### config.mk
export PLATFORM = sky130hd
export DESIGN_NAME = logic_cluster_core
export DESIGN_NICKNAME = d
export VERILOG_FILES = /design/src/shared/cluster_pkg.sv /design/src/shared/cluster_ctrl_if.sv /design/src/core/logic_cell_slice.sv /design/src/core/logic_cluster_core.sv
export VERILOG_INCLUDE_DIRS = /design/src /design/src/shared
export SDC_FILE = /design/constraint.sdc
export NUM_CORES = 1
export LEC_CHECK = 0
export ABC_AREA = 1
export BUFFER_PORTS_ARGS = -buffer_cell sky130_fd_sc_hd__buf_2
export CAP_MARGIN = 20
export CORE_UTILIZATION = 30
export CTS_CLUSTER_DIAMETER = 50
export DETAILED_ROUTE_END_ITERATION = 8
export GPL_TIMING_DRIVEN = 0
export PLACE_DENSITY = 0.47
export SYNTH_ARGS = -nofsm -noshare
export SYNTH_HDL_FRONTEND = slang
export SYNTH_SLANG_ARGS = --single-unit
### constraint.sdc
create_clock -name i_clk -period 6.58 [get_ports i_clk]
set_input_delay 0.658 -clock i_clk [delete_from_list [all_inputs] [get_ports i_clk]]
set_output_delay 0.658 -clock i_clk [all_outputs]
set_load 0.1 [all_outputs]
### src/shared/cluster_map.svh
`ifndef CLUSTER_MAP_SVH
`define CLUSTER_MAP_SVH
// How it works
// - each cell takes four data bits, a carry in and a chain in.
// - normal mode feeds the four inputs into a sixteen-entry lookup table.
// - one table input selects carry in or the fourth data bit.
// - normal mode allows packing and register feedback into the table.
// - arithmetic mode adds two bits with carry in, carry out to next cell.
// - arithmetic cells output registered and unregistered results, keep packing, feedback.
// - carry leaves cell sixteen toward the next cluster in the column.
// - eight controls exist; at most seven may be in use together.
// - using synchronous load makes the first clock gate unusable.
// - register packing and synchronous load never coexist in a cluster.
// - at most four controls may come from the local interconnect.
// - synchronous clear and load reach every register on its clock event.
// - each cluster clock is paired with its own clock gate.
// - both edges of one clock use both cluster clocks, opposite polarity.
// - a low clock gate stops its clock; registers hold.
// - controls come from six row clock lines or local interconnect.
// - no preset input; preset means storing inverted around the clear.
// - optional active-low chip-wide clear overrides every other control.
// - register chain feeds each register from the previous cell's register; the first cell's chain input is zero.
// - each register works as D, T, JK or SR element.
// ****************************************
// bus map (byte addresses)
// ****************************************
`define SRC_OFS   7'h00
`define STAT_OFS  7'h04
`define STATE_OFS 7'h08
`define CELL_BIT  6
// ****************************************
// source register fields
// ****************************************
`define SEL_W     3
`define SEL_LOCAL 3'h6
`define SEL_OFF   3'h7
`define SRC_POL1  24
`define SRC_POL2  25
`define SRC_RST   26'h0FFFFFF
// ****************************************
// cell config fields
// ****************************************
`define C_ARITH   16
`define C_CSEL    17
`define C_CLK     18
`define C_ACSEL   19
`define C_ACEN    20
`define C_PRESET  21
`define C_CHAIN   22
`define C_PACK    23
`define C_FDBK    24
`define C_STORE   25
`define CELL_RST  27'h0000000
// ****************************************
// status fields
// ****************************************
`define ST_MANY   0
`define ST_LOCAL  1
`define ST_GATE1  2
`define ST_PACK   3
`define ST_CNT    8
`define ST_LCNT   12
`define MAX_ON    4'h7
`define MAX_LOCAL 4'h4
`endif

### src/shared/cluster_pkg.sv
package cluster_pkg;
  typedef enum logic [1:0] {
    ST_D  = 2'b00,
    ST_T  = 2'b01,
    ST_JK = 2'b10,
    ST_SR = 2'b11
  } store_e;
  typedef enum logic [2:0] {
    CTL_CLK1  = 3'h0,
    CTL_CLK2  = 3'h1,
    CTL_GATE1 = 3'h2,
    CTL_GATE2 = 3'h3,
    CTL_ACLR1 = 3'h4,
    CTL_ACLR2 = 3'h5,
    CTL_SCLR  = 3'h6,
    CTL_SLOAD = 3'h7
  } ctl_e;
  typedef logic [26:0] cell_cfg_t;
  typedef logic [25:0] src_cfg_t;
endpackage : cluster_pkg

### src/shared/cluster_ctrl_if.sv
`timescale 1ns/10ps
interface cluster_ctrl_if;
  logic tick1;
  logic tick2;
  logic aclr1;
  logic aclr2;
  logic sclr;
  logic sload;
  logic chip_clr;
  modport drive (output tick1, tick2, aclr1, aclr2, sclr, sload, chip_clr);
  modport take  (input  tick1, tick2, aclr1, aclr2, sclr, sload, chip_clr);
endinterface : cluster_ctrl_if

### src/core/logic_cell_slice.sv
`timescale 1ns/10ps
`include "cluster_map.svh"
module logic_cell_slice (
  input  wire logic                  i_clk,
  input  wire logic                  i_reset,
  input  wire logic                  i_ce,
  cluster_ctrl_if.take               ctl,
  input  wire cluster_pkg::cell_cfg_t i_cfg,
  input  wire logic [3:0]            i_data,
  input  wire logic                  i_carry,
  input  wire logic                  i_chain,
  output logic                       o_comb,
  output logic                       o_reg,
  output logic                       o_carry
);
  logic                q_q;
  logic                clr;
  logic                val;
  logic                a;
  logic                lut_fourth_input;
  logic [3:0]          idx;
  logic                res;
  logic                din;
  logic                nv;
  logic                tick;
  logic                pre;
  cluster_pkg::store_e st;

  assign pre = i_cfg[`C_PRESET];
  assign st  = cluster_pkg::store_e'(i_cfg[`C_STORE+1:`C_STORE]);
  assign clr = ctl.chip_clr | (i_cfg[`C_ACEN] &
               (i_cfg[`C_ACSEL] ? ctl.aclr2 : ctl.aclr1));
  assign val = (q_q & ~clr) ^ pre;
  assign a   = i_cfg[`C_FDBK] ? val : i_data[0];
  assign lut_fourth_input = i_cfg[`C_CSEL] ? i_carry : i_data[3];
  assign idx = i_cfg[`C_ARITH] ? {i_data[2], i_carry, i_data[1], a}
                               : {lut_fourth_input, i_data[2], i_data[1], a};
  assign res = i_cfg[idx];
  assign o_carry = i_cfg[`C_ARITH] ? ((a & i_data[1]) | (i_carry & (a ^ i_data[1])))
                                   : i_carry;
  assign din = i_cfg[`C_CHAIN] ? i_chain : (i_cfg[`C_PACK] ? i_data[3] : res);
  assign tick = i_cfg[`C_CLK] ? ctl.tick2 : ctl.tick1;

  // ****************************************
  // storage element
  // ****************************************
  always_comb begin
    unique case (st)
      cluster_pkg::ST_D:  nv = din;
      cluster_pkg::ST_T:  nv = val ^ din;
      cluster_pkg::ST_JK: nv = (din & ~val) | (~i_data[3] & val);
      cluster_pkg::ST_SR: nv = din | (val & ~i_data[3]);
    endcase
  end

  always_ff @(posedge i_clk) begin
    if (i_reset) begin
      q_q <= 1'b0;
    end else if (i_ce) begin
      if (clr) begin
        q_q <= 1'b0;
      end else if (tick) begin
        if (ctl.sclr) begin
          q_q <= pre;
        end else if (ctl.sload) begin
          q_q <= i_data[3] ^ pre;
        end else begin
          q_q <= nv ^ pre;
        end
      end
    end
  end

  assign o_comb = res;
  assign o_reg  = val;
endmodule : logic_cell_slice

### src/core/logic_cluster_core.sv
// Register access over Avalon-MM and the register offsets were left to the implementer.
`timescale 1ns/10ps
`include "cluster_map.svh"
module logic_cluster_core #(
  parameter bit CHIP_CLEAR_EN = 1'b1
) (
  input  wire logic        i_clk,
  input  wire logic        i_reset,
  input  wire logic        i_ce,
  input  wire logic [6:0]  i_avs_address,
  input  wire logic        i_avs_read,
  input  wire logic        i_avs_write,
  input  wire logic [31:0] i_avs_writedata,
  input  wire logic [3:0]  i_avs_byteenable,
  output logic      [31:0] o_avs_readdata,
  output logic             o_avs_waitrequest,
  input  wire logic [5:0]  i_row_clk,
  input  wire logic [7:0]  i_local_ctrl,
  input  wire logic [63:0] i_cell_data,
  input  wire logic        i_carry_in,
  input  wire logic        i_chip_wide_clear_n,
  output logic      [15:0] o_comb,
  output logic      [15:0] o_reg,
  output logic             o_carry_out
);
  // ****************************************
  // helpers
  // ****************************************
  function automatic logic [2:0] sel_of(input cluster_pkg::src_cfg_t s,
                                        input cluster_pkg::ctl_e k);
    sel_of = s[int'(k)*3 +: 3];
  endfunction : sel_of

  function automatic logic [3:0] count_sel(input cluster_pkg::src_cfg_t s,
                                           input bit local_only);
    logic [3:0] n;
    n = 4'h0;
    for (int k = 0; k < 8; k++) begin
      if (local_only ? (s[k*3 +: 3] == `SEL_LOCAL) : (s[k*3 +: 3] != `SEL_OFF)) begin
        n = n + 4'h1;
      end
    end
    count_sel = n;
  endfunction : count_sel

  function automatic logic used(input cluster_pkg::src_cfg_t s,
                                input cluster_pkg::ctl_e k);
    used = sel_of(s, k) != `SEL_OFF;
  endfunction : used

  function automatic logic [31:0] merge(input logic [31:0] old,
                                        input logic [31:0] wd,
                                        input logic [3:0] be);
    for (int b = 0; b < 4; b++) begin
      merge[b*8 +: 8] = be[b] ? wd[b*8 +: 8] : old[b*8 +: 8];
    end
  endfunction : merge

  // ****************************************
  // bus slave
  // ****************************************
  cluster_pkg::src_cfg_t  src_q;
  cluster_pkg::cell_cfg_t cfg_q [16];
  logic [3:0]             err_q;
  logic                   ack_q;
  logic                   req;
  logic                   wr_go;
  logic                   cell_hit;
  logic [3:0]             cell_idx;
  logic [31:0]            src_new;
  logic [31:0]            cell_new;
  logic [3:0]             err_set;
  logic                   src_ok;
  logic                   any_pack;
  logic                   sload_on;
  logic [3:0]             n_on;
  logic [3:0]             n_local;

  assign req      = i_avs_read | i_avs_write;
  assign o_avs_waitrequest = req & ~(ack_q & i_ce);
  assign wr_go    = i_avs_write & ack_q & i_ce;
  assign cell_hit = i_avs_address[`CELL_BIT];
  assign cell_idx = i_avs_address[5:2];
  assign src_new  = merge({6'h00, src_q}, i_avs_writedata, i_avs_byteenable);
  assign cell_new = merge({5'h00, cfg_q[cell_idx]}, i_avs_writedata, i_avs_byteenable);
  assign sload_on = used(src_q, cluster_pkg::CTL_SLOAD);
  assign n_on     = count_sel(src_q, 1'b0);
  assign n_local  = count_sel(src_q, 1'b1);

  always_comb begin
    any_pack = 1'b0;
    for (int i = 0; i < 16; i++) begin
      any_pack = any_pack | cfg_q[i][`C_PACK];
    end
  end

  // refuse a source setup that breaks the cluster limits
  always_comb begin
    err_set = 4'h0;
    src_ok  = 1'b0;
    if (wr_go && !cell_hit && i_avs_address[5:2] == 4'(`SRC_OFS >> 2)) begin
      err_set[`ST_MANY]  = count_sel(src_new[25:0], 1'b0) > `MAX_ON;
      err_set[`ST_LOCAL] = count_sel(src_new[25:0], 1'b1) > `MAX_LOCAL;
      err_set[`ST_GATE1] = used(src_new[25:0], cluster_pkg::CTL_SLOAD) &&
                           used(src_new[25:0], cluster_pkg::CTL_GATE1);
      err_set[`ST_PACK]  = used(src_new[25:0], cluster_pkg::CTL_SLOAD) && any_pack;
      src_ok = err_set == 4'h0;
    end else if (wr_go && cell_hit) begin
      err_set[`ST_PACK] = cell_new[`C_PACK] && sload_on;
    end
  end

  always_ff @(posedge i_clk) begin
    if (i_reset) begin
      ack_q <= 1'b0;
    end else if (i_ce) begin
      ack_q <= req & ~ack_q;
    end
  end

  always_ff @(posedge i_clk) begin
    if (i_reset) begin
      src_q <= `SRC_RST;
    end else if (i_ce && src_ok) begin
      src_q <= src_new[25:0];
    end
  end

  always_ff @(posedge i_clk) begin
    if (i_reset) begin
      for (int i = 0; i < 16; i++) begin
        cfg_q[i] <= `CELL_RST;
      end
    end else if (i_ce && wr_go && cell_hit && !err_set[`ST_PACK]) begin
      cfg_q[cell_idx] <= cell_new[26:0];
    end
  end

  // sticky errors, write one to clear; a new error wins
  always_ff @(posedge i_clk) begin
    if (i_reset) begin
      err_q <= 4'h0;
    end else if (i_ce) begin
      if (wr_go && !cell_hit && i_avs_address[5:2] == 4'(`STAT_OFS >> 2)) begin
        err_q <= (err_q & ~(i_avs_writedata[3:0] & {4{i_avs_byteenable[0]}})) | err_set;
      end else begin
        err_q <= err_q | err_set;
      end
    end
  end

  always_ff @(posedge i_clk) begin
    if (i_reset) begin
      o_avs_readdata <= 32'h00000000;
    end else if (i_ce && i_avs_read && !ack_q) begin
      if (cell_hit) begin
        o_avs_readdata <= {5'h00, cfg_q[cell_idx]};
      end else begin
        unique case (i_avs_address[5:2])
          4'(`SRC_OFS >> 2):   o_avs_readdata <= {6'h00, src_q};
          4'(`STAT_OFS >> 2):  o_avs_readdata <= {16'h0000, n_local, n_on, 4'h0, err_q};
          4'(`STATE_OFS >> 2): o_avs_readdata <= {15'h0000, o_carry_out, o_reg};
          default: o_avs_readdata <= 32'h00000000;
        endcase
      end
    end
  end

  // ****************************************
  // control generation
  // ****************************************
  logic [7:0] lvl;
  logic       c1_prev_q;
  logic       c2_prev_q;
  logic       edge1;
  logic       edge2;
  logic       gate1_eff;
  logic       gate2_eff;

  always_comb begin
    for (int k = 0; k < 8; k++) begin
      unique case (src_q[k*3 +: 3])
        `SEL_LOCAL: lvl[k] = i_local_ctrl[k];
        `SEL_OFF:   lvl[k] = 1'b0;
        default:    lvl[k] = i_row_clk[src_q[k*3 +: 3]];
      endcase
    end
  end

  always_ff @(posedge i_clk) begin
    if (i_reset) begin
      c1_prev_q <= 1'b0;
      c2_prev_q <= 1'b0;
    end else if (i_ce) begin
      c1_prev_q <= lvl[cluster_pkg::CTL_CLK1];
      c2_prev_q <= lvl[cluster_pkg::CTL_CLK2];
    end
  end

  assign edge1 = src_q[`SRC_POL1] ? (c1_prev_q & ~lvl[cluster_pkg::CTL_CLK1])
                                  : (~c1_prev_q & lvl[cluster_pkg::CTL_CLK1]);
  assign edge2 = src_q[`SRC_POL2] ? (c2_prev_q & ~lvl[cluster_pkg::CTL_CLK2])
                                  : (~c2_prev_q & lvl[cluster_pkg::CTL_CLK2]);
  assign gate1_eff = sload_on | !used(src_q, cluster_pkg::CTL_GATE1) |
                     lvl[cluster_pkg::CTL_GATE1];
  assign gate2_eff = !used(src_q, cluster_pkg::CTL_GATE2) | lvl[cluster_pkg::CTL_GATE2];

  cluster_ctrl_if ctl ();

  assign ctl.tick1    = edge1 & gate1_eff;
  assign ctl.tick2    = edge2 & gate2_eff;
  assign ctl.aclr1    = lvl[cluster_pkg::CTL_ACLR1];
  assign ctl.aclr2    = lvl[cluster_pkg::CTL_ACLR2];
  assign ctl.sclr     = lvl[cluster_pkg::CTL_SCLR];
  assign ctl.sload    = lvl[cluster_pkg::CTL_SLOAD];
  assign ctl.chip_clr = CHIP_CLEAR_EN & ~i_chip_wide_clear_n;

  // ****************************************
  // cells, carry and register chains
  // ****************************************
  logic [16:0] carry;
  logic [16:0] chain;

  assign carry[0] = i_carry_in;
  assign chain[0] = 1'b0;

  for (genvar g = 0; g < 16; g++) begin : g_cell
    logic reg_out;
    logic_cell_slice u_cell (
      .i_clk   (i_clk),
      .i_reset (i_reset),
      .i_ce    (i_ce),
      .ctl     (ctl),
      .i_cfg   (cfg_q[g]),
      .i_data  (i_cell_data[g*4 +: 4]),
      .i_carry (carry[g]),
      .i_chain (chain[g]),
      .o_comb  (o_comb[g]),
      .o_reg   (reg_out),
      .o_carry (carry[g+1])
    );
    assign o_reg[g]   = reg_out;
    assign chain[g+1] = reg_out;
  end

  assign o_carry_out = carry[16];
endmodule : logic_cluster_core

Word level (Yosys, flattened, before mapping)
Memory sizes are Yosys's and may differ from the RTL's.
Index checks and enable logic that the tools add are counted.
{ "classes": {"bitwise_logic": 330, "n_mux": 336, "eq_ne": 90, "order_cmp": 26, "n_reduce_logical": 70, "add_sub_neg": 28} }
{ "op_table": {"columns": ["operator", "n"], "rows": [
  ["4-bit 2-to-1 mux", 62],
  ["1-bit 2-to-1 mux", 215],
  ["4-bit by 1-bit adder with 4-bit output (second input constant)", 28],
  ["1-bit AND", 107],
  ["4-bit by 6-bit less-than comparator with 1-bit output (second input constant)", 16],
  ["1-bit OR", 83],
  ["1-bit bitwise XOR", 80],
  ["26-bit one-hot mux with 3 select lines", 1],
  ["3-bit equality test (second input constant)", 24],
  ["1-bit binary-select mux with 4-bit select", 16],
  ["2-bit equality test (second input constant)", 32],
  ["1-bit one-hot mux with 4 select lines", 16],
  ["1-bit NOT", 55],
  ["27-bit 2-to-1 mux", 2],
  ["8-bit 2-to-1 mux", 6],
  ["3-bit != test (second input constant)", 16],
  ["2-bit AND reduction", 17],
  ["2-bit by 1-bit equality test with 1-bit output (second input constant)", 16],
  ["2-bit logical NOT", 16],
  ["3-bit by 4-bit less-than comparator with 1-bit output (second input constant)", 8],
  ["2-bit nonzero test", 16],
  ["27-bit OR reduction", 1],
  ["1-bit binary-select mux with 3-bit select", 8],
  ["1-bit one-hot mux with 2 select lines", 8],
  ["10 further kinds", 31]
]} }
{ "word_totals": {"input_bits": 128, "wordCells": 904, "out_inout_bits": 66, "ram_bits": 432, "memories": 1, "regBits": 81} }
{ "mem_list": {"columns": ["name", "words", "word_bits", "rd", "rd_clocked_by_memory_dff", "wr", "line", "text"], "rows": [
  ["cfg_q", 16, 27, 17, 0, 16, "logic_cluster_core.sv:63", "cluster_pkg::cell_cfg_t cfg_q [16];"]
]} }

Depth between registers and ports, before layout
Gate-level depths: netlist (run 1).
{ "logic_depth": {"depth_word": 70, "ltp_mapped": 65, "mapped_depth_nobuf": 63} }

Hierarchy
From an unflattened synthesis (run 1), not the netlist that was laid out.
{ "hier_totals": {"hier_cells": 4246, "hier_area_um2": 33094.2} }
{ "by_module_without_submodules": {"columns": ["module", "cells_each", "seq_area_each_um2", "instances", "area_per_inst_um2"], "rows": [
  ["logic_cluster_core", 2630, 14173.6, 1, 24265.8],
  ["logic_cell_slice", 101, 20.0, 16, 551.8]
]} }

Worst setup path after synthesis (run 1)
No wires, ideal clock.
{ "synth_path": {"kind": "input to register", "startpoint": "input i_row_clk[2]", "endpoint": "register g_cell[15].u_cell.q_q", "path_buffers": 2, "setup_time_ns": 0.132, "arrival_ns": 5.484, "cell_stages": 61, "t_required_ns": 6.448, "setup_slack_ns": 0.964, "path_cell_list": "inv_1 nor2_1 a21oi_1 o21ai_1 nand2_1 nand2_2 buf_6 o211ai_2 nand2_1 inv_2 nand2_1 nand2_1 nand2_2 a21oi_4 buf_6 ha_1 nand2_1 nand3_1 [25 not listed] nand2_1 nand2_2 nand2_1 nand2_1 nand2_1 nand2_1 inv_1 nand2_1 nand3_1 a21boi_0 ha_1 a32oi_1 o21bai_1 nand3_1 nand2_1 nand3_1 nand3_1 a21oi_1"} }
{ "synth_via": {"elab_chain_len": 70, "word_cells_on_any_way": 244, "cone_classes": "mux: 85; bitwise: 157; reduce/logical: 2"} }
{ "synth_lines": {"columns": ["element", "line", "text"], "rows": [
  ["from (decl)", "logic_cluster_core.sv:17", "input wire logic [5:0] i_row_clk,"],
  ["1-bit binary-select mux with 3-bit select", "logic_cluster_core.sv:185", "default: lvl[k] = i_row_clk[src_q[k*3 +: 3]];"],
  ["1-bit 2-to-1 mux (implied by the code)", "logic_cluster_core.sv:185", null],
  ["1-bit one-hot mux with 2 select lines", "logic_cluster_core.sv:182", "unique case (src_q[k*3 +: 3])"],
  ["1-bit 2-to-1 mux", "logic_cell_slice.sv:32", "(i_cfg[`C_ACSEL] ? ctl.aclr2 : ctl.aclr1));"],
  ["1-bit AND", "logic_cell_slice.sv:31", "assign clr = ctl.chip_clr | (i_cfg[`C_ACEN] &"],
  ["1-bit OR", "logic_cell_slice.sv:31", null],
  ["1-bit NOT", "logic_cell_slice.sv:33", "assign val = (q_q & ~clr) ^ pre;"],
  ["1-bit AND", "logic_cell_slice.sv:33", null],
  ["[54 not listed]", null, null],
  ["1-bit AND", "logic_cell_slice.sv:51", "cluster_pkg::ST_JK: nv = (din & ~val) | (~i_data[3] & val);"],
  ["1-bit OR", "logic_cell_slice.sv:51", null],
  ["1-bit one-hot mux with 4 select lines", "logic_cell_slice.sv:48", "unique case (st)"],
  ["1-bit bitwise XOR", "logic_cell_slice.sv:68", "q_q <= nv ^ pre;"],
  ["1-bit 2-to-1 mux", "logic_cell_slice.sv:65", "end else if (ctl.sload) begin"],
  ["1-bit 2-to-1 mux", "logic_cell_slice.sv:63", "if (ctl.sclr) begin"],
  ["1-bit 2-to-1 mux", "logic_cell_slice.sv:62", "end else if (tick) begin"],
  ["1-bit 2-to-1 mux", "logic_cell_slice.sv:60", "if (clr) begin"],
  ["to (signal assigned)", "logic_cell_slice.sv:64", "q_q <= pre;"],
  ["to (signal assigned)", "logic_cell_slice.sv:66", "q_q <= i_data[3] ^ pre;"],
  ["to (signal assigned)", "logic_cell_slice.sv:68", null],
  ["to (decl)", "logic_cell_slice.sv:16", "logic q_q;"]
]} }
Parallel ways exist; a longest one is shown, timed or not. The select of a mux whose other input is x is not followed.
A chain may end at the register's enable or synchronous reset.

Final worst setup path (run 1)
{ "layout_path": {"startpoint": "input i_row_clk[1]", "endpoint": "output o_comb[9]"} }
{ "layout_via": {"elab_chain_len": 42, "word_cells_on_any_way": 125, "cone_classes": "mux: 39; bitwise: 86"} }
{ "layout_lines": {"columns": ["element", "line", "text"], "rows": [
  ["1-bit binary-select mux with 3-bit select", "logic_cluster_core.sv:185", null],
  ["1-bit 2-to-1 mux (implied by the code)", "logic_cluster_core.sv:185", null],
  ["1-bit one-hot mux with 2 select lines", "logic_cluster_core.sv:182", null],
  ["1-bit 2-to-1 mux", "logic_cell_slice.sv:32", null],
  ["1-bit AND", "logic_cell_slice.sv:31", null],
  ["1-bit OR", "logic_cell_slice.sv:31", null],
  ["1-bit NOT", "logic_cell_slice.sv:33", null],
  ["1-bit AND", "logic_cell_slice.sv:33", null],
  ["[26 not listed]", null, null],
  ["1-bit 2-to-1 mux", "logic_cell_slice.sv:39", "assign o_carry = i_cfg[`C_ARITH] ? ((a & i_data[1]) | (i_carry & (a ^ i_data[1])))"],
  ["1-bit AND", "logic_cell_slice.sv:39", null],
  ["1-bit OR", "logic_cell_slice.sv:39", null],
  ["1-bit 2-to-1 mux", "logic_cell_slice.sv:39", null],
  ["1-bit 2-to-1 mux", "logic_cell_slice.sv:35", "assign lut_fourth_input = i_cfg[`C_CSEL] ? i_carry : i_data[3];"],
  ["4-bit 2-to-1 mux (*)", "logic_cell_slice.sv:36", "assign idx = i_cfg[`C_ARITH] ? {i_data[2], i_carry, i_data[1], a}"],
  ["1-bit binary-select mux with 4-bit select (*)", "logic_cell_slice.sv:38", "assign res = i_cfg[idx];"],
  ["1-bit 2-to-1 mux (implied by the code) (*)", "logic_cell_slice.sv:38", null],
  ["to (decl)", "logic_cluster_core.sv:22", "output logic [15:0] o_comb,"]
]} }
Every way passes the cells marked *; elsewhere a longest branch is shown, timed or not. The select of a mux whose other input is x is not followed.

==> results.yml, run 1 <==
route:
  wl_per_cell_um: 28.1
  drtPass1Iterations: 6
  drc_errors: 0
  drt_iter0_drc: 3993
  vias: 31000
  viasPerCell: 5.50
  drt-total-wl_mm: 158
  ant_nets: 0
layout:
  nets: 4379
  area_growth_syn_to_layout_pct: 23.2
  drive_above_1_share_pct: 16.5
  final_area_um2: 38100
hold_path:
  hp-start: "i_avs_writedata[25]"
  min_path_cells: 3
  whs_endpoint: "src_q[25]$_SDFFE_PP0P_"
  hp-class: "primary input to flop"
yosys:
  synth_common_cells: "627 x nand2_1, 561 x nor2_1, 458 x inv_1"
  ys_ff_latch: 508
  synthCells: 3823
  syn_area_um2: 30900
  ys_top_cells_by_area: "edfxtp_1 42%, nand2_1 7.6%, nor2_1 6.8%"
  synth_top_area_share_pct: 41.9
  synth_top_flop_cell: "edfxtp_1"
  avgSynthCellArea_um2: 8.09
  yosys.area.top_type: "edfxtp_1"
  async_reset_ff_share_pct: 0
  seq_area_frac_synth_pct: 46.8
  synth_edf_count: 432
  ys_warn_count: 0
  synth.most_common_cell: "nand2_1"
  synth.distinct_cells: 64
floorplanning:
  io_pins: 194
  core_region_area_um2: 102000
  start_util_pct: 30.3
  die_h_um: 323
  die_area_um2: 104000
  num_rows: 117
  die_w_um: 323
placement:
  numPortBuffers: 174
  hpwl_mm: 122
  gp_congestion: 0.993
  place_area_um2: 34200
setup_path:
  critPathRequiredTime_ps: 5920
  path_delay_family: "simple AND/OR/NAND/NOR gates"
  r2r_cells: 48
  rr_endpoint: "g_cell[1].u_cell.q_q$_SDFFE_PP0P_"
  r2r_start: "src_q[17]$_SDFFE_PP1P_"
  cp_common_cell: "nand2_4"
  cp_num_buf_inv: 8
  ff2ff_setup_slack_ps: 350
  path_max_fanout: 10
  cp-start-kind: "primary input"
  endpoint_kind: "primary output"
  slowest_stage: "a31oi_2"
  slowest_delay_ps: 550
  worstPathArrival_ps: 5750
  worstSetupPathType: "primary input to primary output"
grt:
  grt_usage_pct: 29.7
  gr-total-overflow: 0
  antenna_found_initial: 4
  grt_max_degree: 28
  grt_pass1_vias: 28400
  grt_pass1_wl_mm: 215
clocking:
  clkLatencyLatePin_ps: 680
  cts-root-buf: "clkbuf_16"
  numCtsBuffers: 85
  clockBufferDepth: 3
  htreeDepth: 3
  hold_buffers: 0
  clkTransAtPathRegs_ps: 60
  clock-sinks: 508
  cts_tree: "done"
sta:
  max_slew.worst_pin.slew_ps: 1340
  setup_violations: 0
  period_minus_slack_ps: 6410
  setup_tns_ps: 0
  fmax_mhz: 156
  report.final.slew_viol_count: 0
  hold_violations: 0
  fin_crit_sh_pct: 97.5
  maxSlewHeadroom_pct: 10.7
  fin_skew_ps: 44.4
pwr:
  powerDensity_nw_per_um2: 267
  finalPower_mw: 10.2
  cellLeakagePower_nw: 15.9
  ir_worst_vdd_uv: 172
job:
  cap_violations: 0
outcome:
  status: "completed"
[layout make-up]
cell class              instances  area [µm²]
diodes                          1        2.50
plain buffers                 216        1060
clock buffers                 100        2280
clock inverters                60         624
fillers                     10700       63900
inverters                     489        1850
multi-input cells            2611       13900
flip-flops and latches        508       14500
well taps                    1368        1710
repair buffers                281        2160
[state kept, by name (all words and copies together) (netlist names)]
signal and cells:
c2_prev_q 1, src_q 26, cfg_q 432, err_q 4, o_avs_readdata 27, ack_q 1
g_cell.u_cell.q_q 16, c1_prev_q 1
[worst min-delay path, stage by stage]
cell and delay, ps:
buf_2 120, o21ai_0 110, a21oi_1 110
[worst max-delay path by stage]
stage,start,end,slack (ps),cells past startpoint
final,i_row_clk[1],o_comb[9],170,34
after global routing,i_row_clk[1],o_comb[15],-30,53
after CTS,src_q[15]$_SDFFE_PP1P_,o_comb[13],7,49
after detailed placement,i_row_clk[2],g_cell[14].u_cell.q_q$_SDFFE_PP0P_,-1560,63
after global placement,i_row_clk[1],g_cell[15].u_cell.q_q$_SDFFE_PP0P_,-1580,62
after floorplan,i_row_clk[2],g_cell[15].u_cell.q_q$_SDFFE_PP0P_,960,61
[cell families (layout without fill, tap and decap cells)]
group,Yosys count,count (layout),synth area share [%]
flops,508,508,46.8
compound gates,935,935,18.8
mux,8,8,0.275
buf+inv,708,1146,9.42
xor+xnor,41,41,1.18
fa+ha+maj,59,59,2.39
other cells,1,6,0.0121
simple gates,1563,1563,21.1
[layout by cell type, fill, tap and decap left out, types with 18 or more instances in the layout]
master / netlist / routed
inv_1: 458 / 455
o22ai_1: 100 / 100
o21ai_1: 29 / 30
dfxtp_1: 76 / 71
or2_2: 18 / 18
buf_6: 10 / 23
ha_1: 59 / 58
a31oi_1: 25 / 23
buf_2: 8 / 175
nand2_4: 1 / 22
xor2_1: 27 / 27
clkbuf_16: 0 / 88
clkbuf_1: 146 / 155
nand2_2: 37 / 49
a21oi_1: 258 / 256
inv_2: 26 / 27
nand2_1: 627 / 593
o221ai_1: 33 / 33
o211ai_1: 62 / 62
o21ai_0: 251 / 248
a22oi_1: 91 / 90
edfxtp_1: 432 / 432
nor2_1: 561 / 560
nand4_1: 38 / 38
nand3_1: 245 / 236
buf_4: 44 / 110
[what timing repair did]
item / 4_1_cts / 5_1_grt
setup endpoints to repair: 25 / 17
setup buffers: 44 / 18
pin swaps: 38 / 38
resized for setup: 70 / 52
gates cloned: 0 / 0
[metrics by stage]
stage	hold WS (ps)	cells	util [%]	worst slack, ps
after global placement	469	5369	32.9	-1580
after global routing	443	5633	37.4	-26.0
final	383	5634	37.4	168
after floorplan	454	3827	-	964
after CTS	368	5611	37.0	6.50
after detailed placement	477	5408	33.6	-1560
[per-layer routing]
layer | global-route usage [%] | share of wire [%]
met5 | 0 | 0.0082
met2 | 45.4 | 44
met3 | 5.51 | 9.6
met1 | 40.0 | 41
met4 | 15.0 | 5.3
[power breakdown]
part | internal [mW] | switching (mW) | total (mW) | leakage [nW]
sequential | 3.59 | 0.0769 | 3.67 | 5.07
clock | 2.77 | 1.87 | 4.64 | 1.41
combinational | 0.490 | 1.38 | 1.87 | 9.41
total | 6.85 | 3.33 | 10.2 | 15.9
(Power assumes the default switching activity.)
==> inputs of run 2 (changes only) <==
BUFFER_PORTS_ARGS = unset   (was -buffer_cell sky130_fd_sc_hd__buf_2)
CELL_PAD_IN_SITES_DETAIL_PLACEMENT = 1   (was unset)
CELL_PAD_IN_SITES_GLOBAL_PLACEMENT = 2   (was unset)
DONT_BUFFER_PORTS = 1   (was unset)
PLACE_DENSITY = 0.66   (was 0.47)
clock period = 6.25 ns   (was 6.58 ns; I/O delays follow)
==> run 2 against run 1 <==
Against the previous run: the run now ends with negative setup slack left; largest cell class unchanged; first-iteration DRC count is 16% lower; final area is 2.2% higher; die area stayed put; largest power group unchanged; highest routed layer unchanged; clock skew is 4.3 ps lower.
==> results.yml, run 2 (synthesis gave the netlist of run 1 again) <==
pwr:
  cellLeakagePower_nw: 15.9
  combPwrFrac_pct: 18.0
  p_switching_mw: 3.59
  switching_share_pct: 32.0
  internal_power_mw: 7.63
  ir_worst_vdd_uv: 172
  finalPower_mw: 11.2
  power_frac_seq_pct: 34.8
  clock_power_share_pct: 47.2
  powerDensity_nw_per_um2: 288
route:
  wl_per_cell_um: 30.3
  drtPass1Iterations: 5
  drt_iter0_drc: 3356
  drc_errors: 0
  ant_nets: 0
  drt-total-wl_mm: 169
  viasPerCell: 5.55
  vias: 30900
setup_path:
  r2r_start: "src_q[15]$_SDFFE_PP1P_"
  crit_start: "src_q[15]$_SDFFE_PP1P_"
  worstPathArrival_ps: 5870
  slowest_delay_ps: 410
  cp_num_buf_inv: 6
  path_delay_family: "simple AND/OR/NAND/NOR gates"
  cp-start-kind: "flop"
  path_max_fanout: 10
  critPathRequiredTime_ps: 5620
  slowest_stage: "dfxtp_4"
  worstSetupPathType: "flop to primary output"
  cp_common_cell: "nand2_4"
  endpoint_kind: "primary output"
floorplanning:
  die_area_um2: 104000
  num_rows: 117
  core_region_area_um2: 102000
  io_pins: 194
  die_h_um: 323
  start_util_pct: 30.3
  die_w_um: 323
layout:
  mostFrequentLayoutCells: "577 x nand2_1, 557 x nor2_1, 451 x inv_1"
  final_area_um2: 39000
  drive_above_1_share_pct: 16.3
  utilization_pct: 38.2
  largest_reg_flops: 432
  finalNonFillerCells: 5563
  max_flop_register: "cfg_q"
  final_common_cell: "nand2_1"
  fill_cells: 11900
  area_growth_syn_to_layout_pct: 25.9
  largestRegisters: "cfg_q (432), o_avs_readdata (27), src_q (26)"
  nets: 4296
sta:
  setup_violations: 11
  maxSlewHeadroom_pct: 13.6
  fin_skew_ps: 40.2
  rsz0062_at_grt: "true"
  setup_tns_ps: -1400
  max_slew.worst_pin.slew_ps: 1300
  hold_violations: 0
  fmax_mhz: 154
  fin_crit_sh_pct: 104
  whs_ps: 176
  setup_slack_ps: -247
  report.final.slew_viol_count: 0
  period_minus_slack_ps: 6500
clocking:
  clock-sinks: 508
  cts-root-buf: "clkbuf_16"
  numCtsBuffers: 92
  htreeDepth: 3
  clkLatencyLatePin_ps: 680
  clockBufferDepth: 3
  hold_buffers: 0
  clkTransAtPathRegs_ps: 60
  cts_tree: "done"
outcome:
  status: "finished with violations"
  violations: "negative setup slack"
hold_path:
  hp-class: "primary input to flop"
  hp-start: "i_avs_writedata[24]"
placement:
  place_area_um2: 33600
  gp_congestion: 0.959
  dp_slack_ps: -1930
  hpwl_mm: 132
  numPortBuffers: 0
  place_inst: 5248
grt:
  grt_max_degree: 20
  grt_pass1_vias: 29600
  grt_pass1_wl_mm: 229
  antenna_found_initial: 6
  grt_usage_pct: 31.7
  gr-total-overflow: 0
job:
  cap_violations: 0
==> run 2: cell types whose count changed in the layout (fill, tap and decap cells not counted), sizes merged <==
cell      delta
diode        +7
clkinv       -9
clkbuf       +4
inv          +5
buf         -89
bufinv       +4
clkinvlp     +7
==> run 2: per-layer routing <==
metal  track usage [%]  wire (µm)  up-vias
li1                  -          -    13700
met1              43.5      73100    15600
met2              49.9      76100     1272
met3              5.63      13000      266
met4              11.1       6320        4
met5                 0         30        -
==> run 2: path summary, 6_finish.rpt <==
kind,endpoint,slack (ps),cells past startpoint
min,src_q[24]$_SDFFE_PP0P_,180,2
max reg2reg,g_cell[13].u_cell.q_q$_SDFFE_PP0P_,-160,54
min reg2reg,g_cell[10].u_cell.q_q$_SDFFE_PP0P_,490,2
max,o_comb[15],-250,45
==> run 2: area by class of cell <==
class,instances,area [µm²],share of cell area (%)
inverter,489,1860,4.78
multi-input combinational,2611,14400,36.9
clock buffer,105,2440,6.25
antenna,8,20.0,0.0514
timing repair buffer,191,2170,5.58
clock inverter,67,751,1.93
tap,1368,1710,4.39
sequential,508,14500,37.2
buffer,216,1130,2.91
==> run 2: what timing repair did <==
action / in CTS / in global routing
buffers inserted: 105 / 40
endpoints found under the setup margin: 26 / 27
gates resized for setup: 135 / 125
pin swaps: 55 / 89
==> run 2: worst reg2reg max path, delay by kind of cell (launching register included) <==
kind	cells	cell delay (ps)
buffers and inverters	8	1030
and+or+nand+nor	33	2650
DFF	1	410
AOI/OAI and AO/OA	11	1710
adders and majority gates	2	480
==> run 2: power by group through the flow <==
stage                     registers [mW]  logic (mW)  clock network [mW]
after global placement              3.98        1.64                   0
after floorplan                     3.94        1.04                   0
final                               3.91        2.01                5.30
after CTS                           3.91        1.89                5.33
after detailed placement            3.98        1.74                   0
after global routing                3.92        2.11                5.45
